<file path="src/amcr_pkg.sv">
// Constants for the alert mask, conversion rate and ID register bank.
// Assumes a same-clock register port from the serial bus engine.
// Notes on behaviour
// Tach flag clears on status read once count within limit
// Tach count above limit sets tach flag
// Tach alarm gives no alert in tach-pin mode
// Mask bit 6 gates local high alert
// Mask bit 4 gates remote high alert
// Mask bit 3 gates remote low alert
// Mask bit 1 gates remote critical alert
// Mask bit 0 gates tach alert
// Unused mask bits read one; used reset zero
// Rate code doubles per step; resets to 0x08
// Codes above nine act as 32 Hz
// Standby one-shot write starts one conversion
// Two read-only ID registers at top addresses
// Flags latch until status read, condition gone
// Alert follows any unmasked latched flag except tach in tach-pin mode
// One-shot address read has no effect
package amcr_pkg;
    // ------------------------------------------------------------
    // Register offsets
    // ------------------------------------------------------------
    localparam logic [7:0] ADDR_STATUS = 8'h02;
    localparam logic [7:0] ADDR_CONV_RATE = 8'h04;
    localparam logic [7:0] ADDR_CONV_RATE_WR = 8'h0a;
    localparam logic [7:0] ADDR_ONE_SHOT = 8'h0f;
    localparam logic [7:0] ADDR_ALERT_MASK = 8'h16;
    localparam logic [7:0] ADDR_MAKER_ID = 8'hfe;
    localparam logic [7:0] ADDR_DIE_REV_ID = 8'hff;
    // ------------------------------------------------------------
    // Fields and reset values
    // ------------------------------------------------------------
    localparam int BIT_BUSY = 7;
    localparam int BIT_LOCAL_HIGH = 6;
    localparam int BIT_REMOTE_HIGH = 4;
    localparam int BIT_REMOTE_LOW = 3;
    localparam int BIT_DIODE_FAULT = 2;
    localparam int BIT_REMOTE_CRIT = 1;
    localparam int BIT_TACH = 0;
    localparam logic [7:0] MASK_UNUSED_ONES = 8'ha4;
    localparam logic [7:0] MASK_RESET = 8'ha4;
    localparam logic [7:0] ALERT_SOURCES = 8'h5b;
    localparam logic [7:0] CONV_RATE_RESET = 8'h08;
    localparam logic [7:0] CONV_RATE_MAX = 8'h09;
    localparam int TACH_W = 16;
    // Arbitrary identification values
    localparam logic [7:0] MAKER_ID_VAL = 8'h5a;
    localparam logic [7:0] DIE_REV_ID_VAL = 8'h03;
endpackage : amcr_pkg

</file>
<file path="src/amcr_regs.sv">
// Alert mask, status flags, conversion rate, one-shot and ID registers.
// Assumes the serial bus engine drives the register port on ref_clk.
`timescale 1ns/1ps
module amcr_regs
(
    // Clock and reset
    input wire logic ref_clk,
    input wire logic rstn,
    // Register port
    input wire logic reg_wr,
    input wire logic reg_rd,
    input wire logic [7:0] reg_addr,
    input wire logic [7:0] reg_wdata,
    output logic [7:0] reg_rdata,
    output logic reg_rvalid,
    // Alarm conditions from the comparators
    input wire logic busy,
    input wire logic local_high_cond,
    input wire logic remote_high_cond,
    input wire logic remote_low_cond,
    input wire logic diode_fault_cond,
    input wire logic critical_temperature_limit_cond,
    input wire logic [amcr_pkg::TACH_W-1:0] tach_count,
    input wire logic [amcr_pkg::TACH_W-1:0] tach_limit,
    // Mode
    input wire logic standby,
    input wire logic pin_tach_mode,
    // Outputs
    output logic alert,
    output logic [7:0] conv_rate_code,
    output logic conv_start
);
    // ------------------------------------------------------------
    // Reset release
    // ------------------------------------------------------------
    logic rst_s1_r;
    logic rst_n_r;
    always_ff @(posedge ref_clk or negedge rstn)
    begin
        if (!rstn)
        begin
            rst_s1_r <= 1'b0;
            rst_n_r <= 1'b0;
        end
        else
        begin
            rst_s1_r <= 1'b1;
            rst_n_r <= rst_s1_r;
        end
    end

    // ------------------------------------------------------------
    // Alarm flags
    // ------------------------------------------------------------
    logic tach_cond;
    logic status_clr;
    logic [5:0] cond_v;
    logic [5:0] flag_v;
    logic [7:0] status;

    // Fan slower than minimum
    // Within limit leaves no cause
    assign tach_cond = tach_count > tach_limit;
    // Reading status clears gone alarms
    assign status_clr = reg_rd && (reg_addr == amcr_pkg::ADDR_STATUS);
    assign cond_v = {local_high_cond, remote_high_cond, remote_low_cond,
                     diode_fault_cond, critical_temperature_limit_cond, tach_cond};

    genvar gi;
    generate
        for (gi = 0; gi < 6; gi++)
        begin : g_flag
            amcr_flag u_flag
            (
                .clk(ref_clk),
                .rst_n(rst_n_r),
                .cond(cond_v[gi]),
                .clr(status_clr),
                .flag(flag_v[gi])
            );
        end
    endgenerate

    assign status = {busy, flag_v[5], 1'b0, flag_v[4], flag_v[3], flag_v[2],
                     flag_v[1], flag_v[0]};

    // ------------------------------------------------------------
    // Registers
    // ------------------------------------------------------------
    logic [7:0] mask_r;
    logic [7:0] mask_nxt;
    logic [7:0] rate_r;
    logic [7:0] rate_nxt;
    logic [7:0] code_r;
    logic [7:0] code_nxt;
    logic alert_r;
    logic alert_nxt;
    logic start_r;
    logic start_nxt;
    logic [7:0] rdata_r;
    logic [7:0] rdata_nxt;
    logic rvalid_r;
    logic rvalid_nxt;
    logic [7:0] alert_src;

    always_comb
    begin
        mask_nxt = mask_r;
        rate_nxt = rate_r;
        if (reg_wr && reg_addr == amcr_pkg::ADDR_ALERT_MASK)
            // Unused bits forced to one
            mask_nxt = reg_wdata | amcr_pkg::MASK_UNUSED_ONES;
        if (reg_wr && (reg_addr == amcr_pkg::ADDR_CONV_RATE ||
                       reg_addr == amcr_pkg::ADDR_CONV_RATE_WR))
            rate_nxt = reg_wdata;
        // Rate code to the sequencer
        // Clamp to fastest rate
        code_nxt = (rate_r > amcr_pkg::CONV_RATE_MAX) ? amcr_pkg::CONV_RATE_MAX : rate_r;
        // Any one-shot write in standby starts one
        start_nxt = reg_wr && standby && (reg_addr == amcr_pkg::ADDR_ONE_SHOT);
        // Masked flag sources
        alert_src = status & ~mask_r & amcr_pkg::ALERT_SOURCES;
        // Shared pin is a tach input
        if (pin_tach_mode)
            alert_src[amcr_pkg::BIT_TACH] = 1'b0;
        // Any unmasked flag drives alert, save tach in tach-pin mode
        alert_nxt = |alert_src;
        rvalid_nxt = reg_rd;
        rdata_nxt = 8'h00;
        if (reg_rd)
        begin
            case (reg_addr)
                amcr_pkg::ADDR_STATUS: rdata_nxt = status;
                amcr_pkg::ADDR_CONV_RATE: rdata_nxt = rate_r;
                amcr_pkg::ADDR_ALERT_MASK: rdata_nxt = mask_r;
                // Fixed identification values
                amcr_pkg::ADDR_MAKER_ID: rdata_nxt = amcr_pkg::MAKER_ID_VAL;
                amcr_pkg::ADDR_DIE_REV_ID: rdata_nxt = amcr_pkg::DIE_REV_ID_VAL;
                // One-shot reads zero, no start
                default: rdata_nxt = 8'h00;
            endcase
        end
    end

    always_ff @(posedge ref_clk or negedge rst_n_r)
    begin
        if (!rst_n_r)
        begin
            mask_r <= amcr_pkg::MASK_RESET;
            rate_r <= amcr_pkg::CONV_RATE_RESET;
            code_r <= amcr_pkg::CONV_RATE_RESET;
            alert_r <= 1'b0;
            start_r <= 1'b0;
            rdata_r <= 8'h00;
            rvalid_r <= 1'b0;
        end
        else
        begin
            mask_r <= mask_nxt;
            rate_r <= rate_nxt;
            code_r <= code_nxt;
            alert_r <= alert_nxt;
            start_r <= start_nxt;
            rdata_r <= rdata_nxt;
            rvalid_r <= rvalid_nxt;
        end
    end

    assign alert = alert_r;
    assign conv_rate_code = code_r;
    assign conv_start = start_r;
    assign reg_rdata = rdata_r;
    assign reg_rvalid = rvalid_r;
endmodule : amcr_regs

</file>
<file path="src/amcr_flag.sv">
// One latched alarm flag.
// Assumes cond and clr come from logic on the same clock.
`timescale 1ns/1ps
module amcr_flag
(
    // Clock and reset
    input wire logic clk,
    input wire logic rst_n,
    // Alarm condition and read clear
    input wire logic cond,
    input wire logic clr,
    output logic flag
);
    logic flag_r;
    logic flag_nxt;

    // Set wins over read clear
    always_comb
    begin
        flag_nxt = cond | (flag_r & ~clr);
    end

    always_ff @(posedge clk or negedge rst_n)
    begin
        if (!rst_n)
            flag_r <= 1'b0;
        else
            flag_r <= flag_nxt;
    end

    assign flag = flag_r;
endmodule : amcr_flag

</file>
<file path="config.mk">
export PLATFORM = sky130hd
export DESIGN_NAME = amcr_regs
export DESIGN_NICKNAME = d
export VERILOG_FILES = /design/src/amcr_pkg.sv /design/src/amcr_regs.sv /design/src/amcr_flag.sv
export SDC_FILE = /design/constraint.sdc
export NUM_CORES = 1
export LEC_CHECK = 0
export BUFFER_PORTS_ARGS = -buffer_cell sky130_fd_sc_hd__buf_2
export CORE_UTILIZATION = 45
export DETAILED_ROUTE_END_ITERATION = 12
export GPL_TIMING_DRIVEN = 0
export PLACE_DENSITY = 0.75
export SETUP_SLACK_MARGIN = 0.1
export SLEW_MARGIN = 20
export SYNTH_ARGS = -nofsm -noshare
export SYNTH_HDL_FRONTEND = slang
export SYNTH_SLANG_ARGS = --single-unit
</file>
<file path="constraint.sdc">
create_clock -name ref_clk -period 1.4 [get_ports ref_clk]
set_input_delay 0.14 -clock ref_clk [delete_from_list [all_inputs] [get_ports ref_clk]]
set_output_delay 0.14 -clock ref_clk [all_outputs]
set_load 0.005 [all_outputs]
</file>
==> results by group <==
Floorplanning
  – Die width: 69.45 um
  – Std cell rows: 24
  – Die footprint: 0.004823 mm^2
  – IO Pins: 79
  – Initial core utilization: 47.01%
  – Core ar.: 0.004354 mm^2
  – Die height: 69.45 um

Setup path
  – CP Data Arrival Time: 1.51 ns
  – Crit path required time: 1.58 ns
  – CP max stage cell: or3_1
  – Largest fanout on the critical path: 2
  – CP endpoint kind: register
  – Largest stage delay on the critical path: 0.35 ns
  – CP startpoint kind: input pin
  – CP cell instances: buf_6 -> inv_2 -> ha_4 -> nand4_1 -> nor3_4 -> nand2_1 -> or3_1 -> a22o_1
  – Critical path type: input pin to register

Clock network
  – Clock tree buffer depth: 2
  – Clock transition at path regs: 0.07 ns
  – CTS buffer count: 5
  – Clock Tree Root: clkbuf_8
  – H-Tree Depth: 2
  – TritonCTS clock tree: done
  – Worst-Skew Late Latency: 0.29 ns
  – Clk sinks: 40

STA
  – RSZ-0062 raised after global routing: yes
  – Max frequency: 753.5 MHz
  – Final hold viol count: 0
  – Max Slew Vio Count: 0
  – Setup violations, final: 0
  – Final setup skew: 0.01007 ns
  – Post-layout min period: 1.327 ns
  – Tcrit/Tclk final: 94.80%
  – Setup_tns: 0 ns

Place
  – Placement Cell Area: 0.002535 mm^2
  – Detail Placement HPWL: 3.380 mm
  – Buffers on Ports: 77
  – Routability cong.: 0.9022

Hold path
  – Hold crit path type: input pin to register

Pwr
  – Power Density: 854.2 mW/mm^2
  – LEAKAGE: 0.001410 uW
  – Clock power share: 30.1%
  – P_sw: 615.3 uW
  – Switch share: 25.56%
  – Comb pwr share: 17.6%
  – Sequential Power Share: 52.2%
  – VDD IR max: 0.3759 mV
  – Internal power: 1792 uW

Global routing
  – Grt total ovfl: 0
  – Number of global-route vias before repair: 1,753
  – All-layer global routing usage: 20.13%
  – Initial antenna violation count: 0
  – Global-route wire length before repair: 7.507 mm
  – Largest net degree at the start of global routing: 34

Logic synthesis
  – Synth Cell Area: 0.002047 mm^2
  – Syn. warnings: 0
  – Average size of a mapped cell: 10.66 um^2
  – Sequential share of the synthesized area: 49.02%
  – Synth Register Bits: 40
  – Netlist cell types: 37
  – Post-Syn Instances: 192

Layout
  – Ant. Diodes: 0
  – Post-route design area: 0.002818 mm^2
  – Most frequent cells in the layout: buf_2, dfrtp_1, inv_1
  – Area Overhead vs Synth: 37.65%
  – Filler instances: 337
  – Leading cell type in the layout, fill and taps excluded: buf_2
  – NumNets Final: 362
  – Register area: 0.001005 mm^2
  – Share of layout cells above drive strength 1: 44.95%
  – Area of the multi-input gates: 0.001061 mm^2

Route
  – Final Routed Wirelength: 4.859 mm
  – Drc violations: 0
  – Detail Route Antenna Nets: 0
  – Pre-antenna DRT Iters: 4
  – Vias per cell: 5.142
  – Total number of vias: 1,743
  – Starting DRT DRC Count: 73
  – WL per Instance: 14.33 um

Job
  – Max-cap violations: 0

Outcome
  – Status: complete, no violations
-- sequential cells by signal (all words and copies together), names as in the netlist --
register	count
conv_start	1
reg_rvalid	1
mask_r	5
reg_rdata	8
rate_r	8
conv_rate_code	8
rst_s1_r	1
alert	1
rst_n_r	1
g_flag.u_flag.flag	6
-- worst paths after layout --
check	start	end	slack [ns]	depth (start not counted)
min	critical_temperature_limit_cond	g_flag[1].u_flag.flag	0.03	2
max	tach_limit[12]	g_flag[0].u_flag.flag	0.07	8
min reg2reg	rst_n_r	conv_rate_code[5]	0.10	0
max in group asynchronous	rst_n_r	conv_rate_code[3]	0.84	1
max reg2reg	rate_r[6]	conv_rate_code[2]	0.21	3
min in group asynchronous	rst_n_r	conv_rate_code[5]	0.10	0
-- power by group through the flow --
stage	Combinational (uW)	Clock [uW]	Sequential (uW)
after detailed placement	351	0	1280
final	425	725	1260
after CTS	366	750	1260
after floorplan	164	0	1290
after global routing	473	786	1270
after global placement	317	0	1290
-- routing by layer --
layer	global-route usage [%]	share of wire, %	vias up
met4	6.349	2.8	0
met1	21.94	36	824
met5	0	0	-
li1	-	-	852
met2	37.32	56	55
met3	5.669	5.3	12
-- kinds of logic after synthesis --
logic type	synth area share (%)
AND/OR/NAND/NOR	15.34
AO/OA/AOI/OAI	13.39
flip-flops	49.02
buffers and inverters	4.523
adder cells (fa/ha/maj)	9.780
multiplexers	7.152
other	0.3669
XOR/XNOR	0.4280
-- layout make-up --
| class | count | area share, % |
|---|---|---|
| multi-input combinational | 131 | 37.66 |
| buffer | 2 | 0.3552 |
| clock inverter | 2 | 0.4441 |
| timing repair buffer | 84 | 17.98 |
| inverter | 22 | 3.020 |
| clock buffer | 6 | 2.575 |
| tap | 52 | 2.309 |
| sequential | 40 | 35.66 |
-- worst max-delay path, delay by kind of cell --
kind	cells	cell delay (ns)
AO/OA/AOI/OAI	1	0.20
adder cells (fa/ha/maj)	1	0.26
buffers and inverters	2	0.11
AND/OR/NAND/NOR	4	0.79
-- timing repair --
item | CTS | global route
endpoints found under the hold margin | 2 | 0
resized for setup | 2 | 23
pin swaps | 8 | 11
setup buffers | 3 | 2
setup endpoints to repair | 11 | 4
hold buffers | 1 | 0
-- stage by stage --
stage / hold WS (ns) / worst slack (ns) / instances / power (uW) / utilization, %
after floorplan: -0.1556 / -0.05362 / 195 / 1450 / -
after global placement: -0.07510 / -0.4014 / 324 / 1609 / 57.73
after detailed placement: -0.07116 / -0.4378 / 325 / 1632 / 58.22
after CTS: 0.02171 / 0.1001 / 337 / 2374 / 61.35
after global routing: 0.02150 / 0.0001448 / 339 / 2525 / 64.71
final: 0.02686 / 0.07283 / 339 / 2407 / 64.71
-- Yosys cell counts (all sizes together) --
cell type | n | area (um^2)
dfrtp | 38 | 950.9
and4 | 1 | 8.760
nor3b | 1 | 7.510
xnor2 | 1 | 8.760
o211ai | 1 | 7.510
nand4 | 2 | 12.51
nand2b | 2 | 12.51
o22ai | 1 | 6.260
or3 | 1 | 6.260
nor2b | 2 | 12.51
nor2 | 8 | 30.03
ha | 16 | 200.2
o21a | 1 | 7.510
nor4 | 4 | 25.02
a221oi | 4 | 35.03
buf | 2 | 10.01
a21o | 5 | 37.54
nor4b | 1 | 23.77
a21oi | 12 | 60.06
mux2 | 13 | 146.4
conb | 2 | 7.510
nor3 | 4 | 31.28
a22oi | 2 | 15.01
inv | 22 | 82.58
and2 | 6 | 38.79
nand2 | 18 | 72.57
a22o | 6 | 52.55
dfstp | 2 | 52.55
nand3 | 2 | 10.01
nand3b | 2 | 15.01
o21ai | 6 | 30.02
a21boi | 3 | 22.52
and3 | 1 | 7.510
(Power assumes the default switching activity.)
